<file path="src/include/adc_sel_pkg.sv">
// Contract
// Result readable only after done flag
// Done flag and result update together
// Single-ended: unsigned code, 0x000..0x3FF
// Differential: two's complement, 0x200..0x1FF
// Differential saturates at both full scales
// Result bit 9 is differential sign
// Input select register, 8 bits, reset zero
// Reference select decode: ext, supply, reserved, internal
// Reference/channel changes wait for conversion end
// Software avoids internal references with external drive
// Left adjust re-presents stored result immediately
// Codes 0-7: single-ended inputs, no gain
// Codes 8-15: gain pairs, 10x or 200x
// Codes 16-29: 1x pairs against input 1/2
// Code 30 bandgap, code 31 ground
// Left/right adjust byte placement
package adc_sel_pkg;
  localparam int RES_W = 10;
  // Register word addresses (byte address = 4 * index)
  localparam logic [3:0] IDX_STATUS  = 4'h4;
  localparam logic [3:0] IDX_MASK    = 4'h5;
  localparam logic [3:0] IDX_CTRL    = 4'h6;
  localparam logic [3:0] IDX_INSEL   = 4'h7;
  localparam logic [3:0] IDX_RES_LO  = 4'h8;
  localparam logic [3:0] IDX_RES_HI  = 4'h9;
  localparam logic [3:0] IDX_ACTIVE  = 4'hA;
  localparam logic [7:0] INSEL_RESET = 8'h00;
  // Input select field layout
  localparam int REF_HI = 7;
  localparam int REF_LO = 6;
  localparam int LADJ_BIT = 5;
  localparam int CHAN_HI = 4;
  // Control / status bits
  localparam int CTRL_START = 0;
  localparam int STAT_DONE  = 0;
  localparam int STAT_BUSY  = 1;
  typedef enum logic [1:0] {
    REF_EXT_PIN  = 2'b00,
    REF_SUPPLY   = 2'b01,
    REF_RESERVED = 2'b10,
    REF_INTERNAL = 2'b11
  } ref_sel_t;
  typedef enum logic [1:0] {
    GAIN_NONE = 2'b00,
    GAIN_1X   = 2'b01,
    GAIN_10X  = 2'b10,
    GAIN_200X = 2'b11
  } gain_t;
  localparam logic [4:0] CODE_BANDGAP = 5'h1E;
  localparam logic [4:0] CODE_GROUND  = 5'h1F;
  localparam logic [9:0] SE_MAX   = 10'h3FF;
  localparam logic [9:0] DIFF_MAX = 10'h1FF;
  localparam logic [9:0] DIFF_MIN = 10'h200;
endpackage : adc_sel_pkg

</file>
<file path="src/hw/adc_result_format.sv">
`timescale 1ns/1ps
// Places a stored 10-bit result into two bytes, left or right adjusted
module adc_result_format (
  // Stored result and presentation choice
  input  wire logic [9:0] result,
  input  wire logic       left_adjust,
  // Presented bytes
  output logic      [7:0] result_low_byte,
  output logic      [7:0] result_high_byte
);
  always_comb begin
    if (left_adjust) begin
      result_high_byte = result[9:2];
      result_low_byte  = {result[1:0], 6'h00};
    end else begin
      result_high_byte = {6'h00, result[9:8]};
      result_low_byte  = result[7:0];
    end
  end
endmodule : adc_result_format

</file>
<file path="src/hw/adc_result_and_input_select.sv">
// Design decision made here: register access over Avalon-MM.
`timescale 1ns/1ps
// Converter control: input select register, result capture and formatting.
// The analog core reports a raw reading; this block latches settings per
// conversion, clamps and encodes the code, and presents it to software.
module adc_result_and_input_select (
  // Clock and reset
  input  wire logic        clk_sys,
  input  wire logic        reset_n,
  // Avalon-MM slave
  input  wire logic [5:0]  address,
  input  wire logic        read,
  input  wire logic        write,
  input  wire logic [31:0] writedata,
  input  wire logic [3:0]  byteenable,
  output logic      [31:0] readdata,
  output logic             waitrequest,
  // Analog core
  output logic             conv_start,
  input  wire logic        conv_complete,
  input  wire logic signed [11:0] conv_raw,
  output logic      [1:0]  reference_select,
  output logic      [2:0]  pos_input,
  output logic      [2:0]  neg_input,
  output logic      [1:0]  gain_sel,
  output logic             single_ended,
  output logic             bandgap_sel,
  output logic             ground_sel,
  // Interrupt
  output logic             irq
);
  logic [7:0] insel_ff;        // software copy of input_select_register
  logic [7:0] applied_ff;      // reference/channel in effect
  logic       busy_ff;
  logic       start_ff;
  logic [9:0] result_ff;
  logic [1:0] status_ff;
  logic [1:0] mask_ff;
  logic       ack_ff;
  logic [7:0] res_lo;
  logic [7:0] res_hi;
  logic       access;
  logic       wr_hit;
  logic [3:0] idx;
  logic       diff_mode;
  logic [9:0] nxt_result;

  // Decoded selection of one channel/gain code
  function automatic logic [10:0] chan_decode(input logic [4:0] code);
    // Returns {single, pos[2:0], neg[2:0], gain[1:0], bandgap, ground}
    logic [2:0] p;
    logic [2:0] n;
    logic [1:0] g;
    logic       se;
    p  = 3'h0;
    n  = 3'h0;
    g  = adc_sel_pkg::GAIN_NONE;
    se = 1'b0;
    if (code[4:3] == 2'b00) begin
      se = 1'b1;
      p  = code[2:0];
    end else if (code[4:3] == 2'b01) begin
      p = {1'b0, code[2], code[0]};
      n = {1'b0, code[2], 1'b0};
      g = code[1] ? adc_sel_pkg::GAIN_200X : adc_sel_pkg::GAIN_10X;
    end else if (code[4:3] == 2'b10) begin
      p = code[2:0];
      n = 3'h1;
      g = adc_sel_pkg::GAIN_1X;
    end else if (code < adc_sel_pkg::CODE_BANDGAP) begin
      p = code[2:0];
      n = 3'h2;
      g = adc_sel_pkg::GAIN_1X;
    end else begin
      se = 1'b1;
    end
    chan_decode = {se, p, n, g, code == adc_sel_pkg::CODE_BANDGAP,
                   code == adc_sel_pkg::CODE_GROUND};
  endfunction : chan_decode

  assign idx    = address[5:2];
  assign access = (read || write) && !ack_ff;
  // A write lands only at the edge where waitrequest is seen low
  assign wr_hit = write && ack_ff && byteenable[0];
  // One wait cycle per access keeps read data registered
  assign waitrequest = (read || write) && !ack_ff;

  always_ff @(posedge clk_sys) begin
    if (!reset_n) begin
      ack_ff <= 1'b0;
    end else begin
      ack_ff <= access;
    end
  end

  // Input select register
  always_ff @(posedge clk_sys) begin
    if (!reset_n) begin
      insel_ff <= adc_sel_pkg::INSEL_RESET;
    end else if (wr_hit && idx == adc_sel_pkg::IDX_INSEL) begin
      insel_ff <= writedata[7:0];
    end
  end

  // Settings are applied only while idle, so a write during a conversion
  // waits until the done event returns the block to idle
  always_ff @(posedge clk_sys) begin
    if (!reset_n) begin
      applied_ff <= adc_sel_pkg::INSEL_RESET;
    end else if (!busy_ff) begin
      applied_ff <= insel_ff;
    end
  end

  // Start pulse and busy tracking
  always_ff @(posedge clk_sys) begin
    if (!reset_n) begin
      start_ff <= 1'b0;
    end else begin
      start_ff <= wr_hit && idx == adc_sel_pkg::IDX_CTRL
                  && writedata[adc_sel_pkg::CTRL_START] && !busy_ff;
    end
  end

  always_ff @(posedge clk_sys) begin
    if (!reset_n) begin
      busy_ff <= 1'b0;
    end else if (start_ff) begin
      busy_ff <= 1'b1;
    end else if (conv_complete) begin
      busy_ff <= 1'b0;
    end
  end
  assign conv_start = start_ff;

  // Drive analog selection from the applied copy; start waits one cycle
  // so the copy taken at the start edge is what the core sees
  always_comb begin
    logic [10:0] d;
    d = chan_decode(applied_ff[adc_sel_pkg::CHAN_HI:0]);
    reference_select = applied_ff[adc_sel_pkg::REF_HI:adc_sel_pkg::REF_LO];
    single_ended = d[10];
    pos_input    = d[9:7];
    neg_input    = d[6:4];
    gain_sel     = d[3:2];
    bandgap_sel  = d[1];
    ground_sel   = d[0];
  end
  assign diff_mode = !single_ended;

  // Raw reading is signed steps; clamp to the code range of the mode
  always_comb begin
    if (!diff_mode) begin
      if (conv_raw < 12'sd0) begin
        nxt_result = 10'h000;
      end else if (conv_raw > $signed({2'b00, adc_sel_pkg::SE_MAX})) begin
        nxt_result = adc_sel_pkg::SE_MAX;
      end else begin
        nxt_result = conv_raw[9:0];
      end
    end else if (conv_raw > $signed({2'b00, adc_sel_pkg::DIFF_MAX})) begin
      nxt_result = adc_sel_pkg::DIFF_MAX;
    end else if (conv_raw < -$signed({2'b00, adc_sel_pkg::DIFF_MIN})) begin
      nxt_result = adc_sel_pkg::DIFF_MIN;
    end else begin
      // Two's complement keeps bit 9 as the sign
      nxt_result = conv_raw[9:0];
    end
  end

  always_ff @(posedge clk_sys) begin
    if (!reset_n) begin
      result_ff <= 10'h000;
    end else if (busy_ff && conv_complete) begin
      result_ff <= nxt_result;
    end
  end

  // Status: done and spare busy-start event; set wins over clear
  always_ff @(posedge clk_sys) begin
    if (!reset_n) begin
      status_ff <= 2'b00;
    end else begin
      logic [1:0] clr;
      clr = (wr_hit && idx == adc_sel_pkg::IDX_STATUS) ? writedata[1:0] : 2'b00;
      status_ff[adc_sel_pkg::STAT_DONE] <= (busy_ff && conv_complete)
        || (status_ff[adc_sel_pkg::STAT_DONE] && !clr[adc_sel_pkg::STAT_DONE]);
      status_ff[adc_sel_pkg::STAT_BUSY] <= start_ff
        || (status_ff[adc_sel_pkg::STAT_BUSY] && !clr[adc_sel_pkg::STAT_BUSY]);
    end
  end

  always_ff @(posedge clk_sys) begin
    if (!reset_n) begin
      mask_ff <= 2'b00;
    end else if (wr_hit && idx == adc_sel_pkg::IDX_MASK) begin
      mask_ff <= writedata[1:0];
    end
  end
  assign irq = |(status_ff & mask_ff);

  // Formatting follows the live left-adjust bit, not the applied copy
  adc_result_format u_fmt (
    .result           (result_ff),
    .left_adjust      (insel_ff[adc_sel_pkg::LADJ_BIT]),
    .result_low_byte  (res_lo),
    .result_high_byte (res_hi)
  );

  always_ff @(posedge clk_sys) begin
    if (!reset_n) begin
      readdata <= 32'h0000_0000;
    end else if (read && !ack_ff) begin
      unique case (idx)
        adc_sel_pkg::IDX_STATUS: readdata <= {30'h0, status_ff};
        adc_sel_pkg::IDX_MASK:   readdata <= {30'h0, mask_ff};
        adc_sel_pkg::IDX_CTRL:   readdata <= {31'h0, busy_ff};
        adc_sel_pkg::IDX_INSEL:  readdata <= {24'h0, insel_ff};
        adc_sel_pkg::IDX_RES_LO: readdata <= {24'h0, res_lo};
        adc_sel_pkg::IDX_RES_HI: readdata <= {24'h0, res_hi};
        adc_sel_pkg::IDX_ACTIVE: readdata <= {24'h0, applied_ff};
        default:                 readdata <= 32'h0000_0000;
      endcase
    end
  end
endmodule : adc_result_and_input_select

</file>
<file path="config.mk">
export PLATFORM = sky130hd
export DESIGN_NAME = adc_result_and_input_select
export DESIGN_NICKNAME = d
export VERILOG_FILES = /design/src/include/adc_sel_pkg.sv /design/src/hw/adc_result_format.sv /design/src/hw/adc_result_and_input_select.sv
export SDC_FILE = /design/constraint.sdc
export NUM_CORES = 1
export LEC_CHECK = 0
export ABC_AREA = 1
export ABC_CLOCK_PERIOD_IN_PS = 1400
export BUFFER_PORTS_ARGS = -buffer_cell sky130_fd_sc_hd__buf_2
export CORE_UTILIZATION = 48
export CTS_CLUSTER_SIZE = 20
export DETAILED_ROUTE_END_ITERATION = 8
export GPL_ROUTABILITY_DRIVEN = 0
export PLACE_DENSITY = 0.91
export SETUP_SLACK_MARGIN = 0.2
export SLEW_MARGIN = 10
export SYNTH_ARGS = -nofsm -noshare
export SYNTH_HDL_FRONTEND = slang
export SYNTH_SLANG_ARGS = --single-unit
</file>
<file path="constraint.sdc">
create_clock -name clk_sys -period 1.4 [get_ports clk_sys]
set_input_delay 0.28 -clock clk_sys [delete_from_list [all_inputs] [get_ports clk_sys]]
set_output_delay 0.28 -clock clk_sys [all_outputs]
set_load 0.05 [all_outputs]
</file>
======== Word level (Yosys, flattened, before mapping) ========
Cells that the tools add are included.
cells by class
  add/sub/neg operators ................... 0
  $mul .................................... 0
  divide/modulo/power cells ............... 0
  $lt $le $gt $ge ......................... 5
  eq/ne operators ......................... 11
  shifts and indexed selects .............. 0
  multiplexer cells ....................... 28
  bitwise operators ....................... 1
  reductions and logical operators ........ 23
operators with widths
  kind                                                                                number
  8-bit case mux with 7 select lines                                                  1
  10-bit two-way mux                                                                  5
  4-bit by 3-bit == test with 1-bit output (second input constant)                    4
  8-bit two-way mux                                                                   2
  2-bit two-way mux                                                                   7
  1-bit logical AND                                                                   13
  4-bit == test (second input constant)                                               3
  12-bit by 10-bit greater-than comparator with 1-bit output (second input constant)  1
  12-bit by 11-bit greater-than comparator with 1-bit output (second input constant)  1
  12-bit by 1-bit less-than comparator with 1-bit output (second input constant)      1
  12-bit by 10-bit less-than comparator with 1-bit output (second input constant)     1
  3-bit two-way mux                                                                   4
  5-bit == test (second input constant)                                               2
  1-bit two-way mux                                                                   9
  5-bit less-than comparator (second input constant)                                  1
  1-bit logical NOT                                                                   4
  1-bit logical OR                                                                    3
  2-bit AND                                                                           1
  2-bit by 1-bit == test with 1-bit output (second input constant)                    1
  2-bit == test (second input constant)                                               1
  2-bit logical NOT                                                                   1
  2-bit nonzero test                                                                  1
  2-bit OR reduction                                                                  1
storage, ports and cells
  flip-flop bits (word level) ............. 65
  bits in latches ......................... 0
  RAM bits ................................ 0
  bits in read-only memories .............. 0
  input bits .............................. 59
  output and inout bits ................... 48
  memories ................................ 0

======== Longest topological paths before layout ========
  depth after elaboration ................. 7
  gate-level depth with buffers ........... 9
  depth with buffers taken out ............ 9

======== Hierarchy ========
From an unflattened synthesis, not the netlist that was laid out.
unflattened totals
  cells, all modules ...................... 407
  area total of the unflattened synthesis .. 2617.5 µm²
modules (own cells, without submodules)
  module                       instances  cells an instance  area each (µm²)  seq. area each (µm²)
  adc_result_and_input_select  1          368                2452.4           820.8
  adc_result_format            1          39                 165.2            0.0

======== Worst setup path after synthesis ========
OpenSTA, ideal clock, no wires.
  kind .................................... flip-flop to output port
  from .................................... reg applied_ff[3]
  to ...................................... out pos_input[2]
  arrival time ............................ 1.838 ns
  data required time ...................... 1.120 ns
  slack ................................... -0.718 ns
  stages on the path, launching flop included .. 4
  buffers on the path ..................... 0
  cells stage by stage .................... dfxtp_1 > inv_1 > nor2_1 > nor3_1
between the ends
  longest elaborated chain between the ends .. 5
RTL lines
  element                     RTL line                            text
  start, declared             adc_result_and_input_select.sv:33   logic [7:0] applied_ff;
  start signal, assigned      adc_result_and_input_select.sv:109  applied_ff <= adc_sel_pkg::INSEL_RESET;
  start signal, assigned      adc_result_and_input_select.sv:111  applied_ff <= insel_ff;
  5-bit less-than comparator  adc_result_and_input_select.sv:70   end else if (code < adc_sel_pkg::CODE_BANDGAP) begin
  3-bit two-way mux           adc_result_and_input_select.sv:70
  3-bit two-way mux           adc_result_and_input_select.sv:66   end else if (code[4:3] == 2'b10) begin
  3-bit two-way mux           adc_result_and_input_select.sv:62   end else if (code[4:3] == 2'b01) begin
  3-bit two-way mux (*)       adc_result_and_input_select.sv:59   if (code[4:3] == 2'b00) begin
  end, declared               adc_result_and_input_select.sv:23   output logic [2:0] pos_input,
Mark *: on every way between the ends. The rest lies on a longest branch, timed or not.

======== Worst setup path in the final report ========
  from .................................... reg applied_ff[2]
  to ...................................... out single_ended
between the ends
  longest elaborated chain between the ends .. 5
RTL lines
  element                     RTL line                           text
  5-bit less-than comparator  adc_result_and_input_select.sv:70
  1-bit two-way mux           adc_result_and_input_select.sv:70
  1-bit two-way mux           adc_result_and_input_select.sv:66
  1-bit two-way mux           adc_result_and_input_select.sv:62
  1-bit two-way mux           adc_result_and_input_select.sv:59
  end, declared               adc_result_and_input_select.sv:26  output logic single_ended,
No other way between the ends.

==> key figures <==
Placement
  – Post-DP HPWL: 4610 um
  – Buffers on Ports: 52

Global routing
  – Maximum number of pins on one net before global-route repair: 19
  – GRT overflow: 0
  – Global-route wire length before repair: 10600 um
  – Initial antenna violation count: 0
  – Number of global-route vias before repair: 2448
  – Global-route usage over all layers: 0.255

Synth
  – Yosys top cell area share: 0.335
  – Post-synth top cells: 84 x sky130_fd_sc_hd__nand2_1, 45 x sky130_fd_sc_hd__inv_1, 45 x sky130_fd_sc_hd__nor2_1, 41 x sky130_fd_sc_hd__dfxtp_1, 40 x sky130_fd_sc_hd__o21ai_0
  – Cell taking the most area after synthesis: sky130_fd_sc_hd__dfxtp_1
  – Flops & latches, synth: 41
  – Yosys Warn Count: 0
  – Count leader, synth: sky130_fd_sc_hd__nand2_1
  – Leading cell types by total area after synthesis: sky130_fd_sc_hd__dfxtp_1 33%, sky130_fd_sc_hd__nand2_1 13%, sky130_fd_sc_hd__buf_4 8.6%, sky130_fd_sc_hd__o21ai_0 8.2%, sky130_fd_sc_hd__inv_1 6.9%
  – Cell variety after synth: 25
  – Number of synthesized flops with an enable pin: 0
  – Mean cell area of the mapped netlist: 6.42 um2
  – Sequential-to-total area share from yosys stat: 0.335
  – Flip-flop cell with the highest count after synthesis: sky130_fd_sc_hd__dfxtp_1
  – Post-Synthesis Cells: 382
  – Synthesized cell area: 0.00245 mm2
  – Synth async-reset ratio: 0

STA
  – Max-slew violation total from the final report: 0
  – Final hold violation count: 0
  – Final setup skew: 0.0110 ns
  – Post-route minimum period: 1.57 ns
  – Achievable frequency: 635 MHz
  – Share of the cycle needed by the critical path after routing: 1.12
  – Setup violators final: 19
  – RSZ-0062 raised after global routing: true
  – Post-route worst setup slack: -0.174 ns

Power and ir drop
  – Maximum VDD drop: 0.337 mV
  – Leakage: 0.00151 uW
  – Switching fraction of total power: 0.304
  – Sum of internal, switching and leakage power: 2310 uW
  – Sw power: 704 uW
  – Power density relative to cell area: 711 mW/mm2
  – Sequential group share of total power: 0.506
  – Part of the total power dissipated in combinational logic: 0.171
  – Internal power summed over all cells: 1610 uW
  – Share of total power in the clock network: 0.323

Hold path
  – Startpoint of the worst hold path: writedata[2]
  – Hold crit path type: in2reg

Clocking
  – Clock buffer count from CTS: 5
  – Clock tree from TritonCTS: yes
  – Clock H-tree levels: 2
  – Clock Sinks: 41
  – Clk root buf: sky130_fd_sc_hd__clkbuf_8
  – Clock-pin slew on the worst setup and hold paths: 0.08 ns
  – CTS Buffer Depth: 2
  – Later-pin clock latency in the skew report: 0.30 ns

Layout
  – Final core occ: 0.675
  – Area of the multi-input gates: 0.00139 mm2
  – Area growth from synthesis to layout: 32.7%
  – Reg area: 841 um2
  – Ratio of cells with drive above 1 in the final layout: 0.293
  – Final-layout fill cell count: 415
  – NumNets Final: 518
  – Antenna diodes: 0

Floorplanning
  – Die Y: 73.5 um
  – IO Count: 107
  – Area of the die: 0.00540 mm2
  – Horizontal extent of the die: 73.5 um
  – Number of rows created at floorplan: 25
  – Core region area: 0.00482 mm2
  – Initial standard-cell utilization of the core: 0.509

Critical path
  – Critical R2R Launch: applied_ff[2]$_SDFFE_PN0N_
  – Critical-path top delay cell: sky130_fd_sc_hd__dfxtp_2
  – Ordered list of cells on the worst path: nand2_4 -> nor2_4 -> inv_4 -> o21ai_4 -> buf_6
  – Critical path capture point type: output pin
  – WP data required: 1.12 ns
  – Critical path peak fanout: 3
  – Timing startpoint of the critical path: applied_ff[2]$_SDFFE_PN0N_
  – Startpoint types: register
  – Family with the most delay on the worst path: flip-flops
  – Largest stage delay, worst path: 0.39 ns
  – Buf+Inv Stages, Crit Path: 2
  – Worst path arrival time: 1.29 ns
  – Crit path kind: reg2out

Status
  – Violations in the final reports: negative setup slack
  – Status: finished with violations

Routing
  – DRC viols: 0
  – Detailed-routing iteration count for the pre-antenna-repair pass: 5
  – Post-route ant nets: 0
  – Count of routing violations after the opening detailed-route iteration: 238
  – Final wirelength: 6530 um
  – DR vias/cell: 5.07
  – DR WL/cell: 12.4 um
  – Total vias in the final route: 2674

Job
  – Max Cap Viol: 0
-- per-layer routing --
layer	GRT usage	wire, um	vias to the layer above
met5	0	0	-
met1	0.300	2720	1187
met2	0.438	3220	121
met3	0.0494	340	33
met4	0.135	257	0
li1	-	-	1333
-- power groups by stage --
stage	Combinational, uW	Clock [uW]	Sequential [uW]
after CTS	369	762	1170
after detailed placement	359	0	1200
final	395	746	1170
after floorplan	325	0	1200
after global routing	426	819	1170
after global placement	352	0	1200
-- tightest hold or removal path: stages --
cell and delay [ns]:
sky130_fd_sc_hd__buf_2 0.08, sky130_fd_sc_hd__nor2_1 0.03, sky130_fd_sc_hd__nor2_1 0.08
-- cell type report --
class | instances | share of cell area
Clock buffer | 6 | 0.0223
Clock inverter | 2 | 0.00308
Inverter | 50 | 0.0615
Multi-Input combinational cell | 277 | 0.427
Sequential cell | 41 | 0.258
Tap cell | 67 | 0.0258
Timing Repair Buffer | 84 | 0.202
-- sequential cells by signal (all words and copies together) (netlist names), 2 cells and up --
register,cells
mask_ff,2
readdata,8
insel_ff,8
applied_ff,8
result_ff,10
status_ff,2
-- layout by cell type (no fill, tap or decap), types with 2 or more instances in the layout --
master | netlist | final
sky130_fd_sc_hd__nand3_1 | 27 | 26
sky130_fd_sc_hd__inv_4 | 0 | 5
sky130_fd_sc_hd__a21oi_2 | 0 | 2
sky130_fd_sc_hd__clkbuf_8 | 2 | 5
sky130_fd_sc_hd__clkbuf_4 | 0 | 7
sky130_fd_sc_hd__inv_2 | 3 | 2
sky130_fd_sc_hd__o211ai_1 | 10 | 10
sky130_fd_sc_hd__nand2_2 | 1 | 3
sky130_fd_sc_hd__nor2_2 | 3 | 6
sky130_fd_sc_hd__buf_2 | 1 | 30
sky130_fd_sc_hd__a21oi_1 | 30 | 27
sky130_fd_sc_hd__buf_4 | 28 | 27
sky130_fd_sc_hd__nor2_1 | 45 | 34
sky130_fd_sc_hd__nand2_4 | 0 | 2
sky130_fd_sc_hd__o21ai_1 | 1 | 11
sky130_fd_sc_hd__nor2_4 | 2 | 10
sky130_fd_sc_hd__nor3_1 | 5 | 3
sky130_fd_sc_hd__inv_1 | 45 | 42
sky130_fd_sc_hd__dfxtp_1 | 41 | 33
sky130_fd_sc_hd__conb_1 | 1 | 25
sky130_fd_sc_hd__o21ai_0 | 40 | 30
sky130_fd_sc_hd__nand2_1 | 84 | 80
sky130_fd_sc_hd__dfxtp_2 | 0 | 4
sky130_fd_sc_hd__clkinv_2 | 0 | 2
sky130_fd_sc_hd__buf_8 | 0 | 3
sky130_fd_sc_hd__buf_6 | 2 | 16
sky130_fd_sc_hd__dfxtp_4 | 0 | 4
-- logic make-up after synthesis --
group	Yosys count	share of synthesized area
other cells	1	0.00153
flops	41	0.335
compound gates	84	0.186
buf+inv	88	0.192
simple gates	168	0.285
-- path summary, 6_finish.rpt --
check / end / slack (ns) / depth (start not counted)
min reg2reg: readdata[0]$_SDFFE_PN0P_ / 0.46 / 2
max: single_ended / -0.17 / 5
min: insel_ff[2]$_SDFFE_PN0P_ / 0.20 / 3
max reg2reg: result_ff[3]$_SDFFE_PN0P_ / -0.07 / 10
-- per-stage QoR --
stage	cell area, um2	setup TNS [ns]	hold WS, ns	cells	setup WS, ns
after floorplan	2620	-0.0602	0.415	406	-0.0185
after global placement	2840	-1.24	0.452	509	-0.206
after detailed placement	2840	-1.93	0.453	509	-0.298
after CTS	3100	-1.32	0.191	521	-0.154
after global routing	3250	-3.10	0.205	527	-0.219
final	3250	-1.71	0.197	527	-0.174
-- timing repair --
| item | 4_1_cts | 5_1_grt |
|---|---|---|
| endpoints found under the setup margin | 36 | 51 |
| hold buffers | 0 | 0 |
| resized for setup | 48 | 38 |
| cloned | 0 | 1 |
| pin swaps | 8 | 5 |
| buffers inserted | 4 | 5 |
No activity file was read; power rests on OpenSTA's default activity.
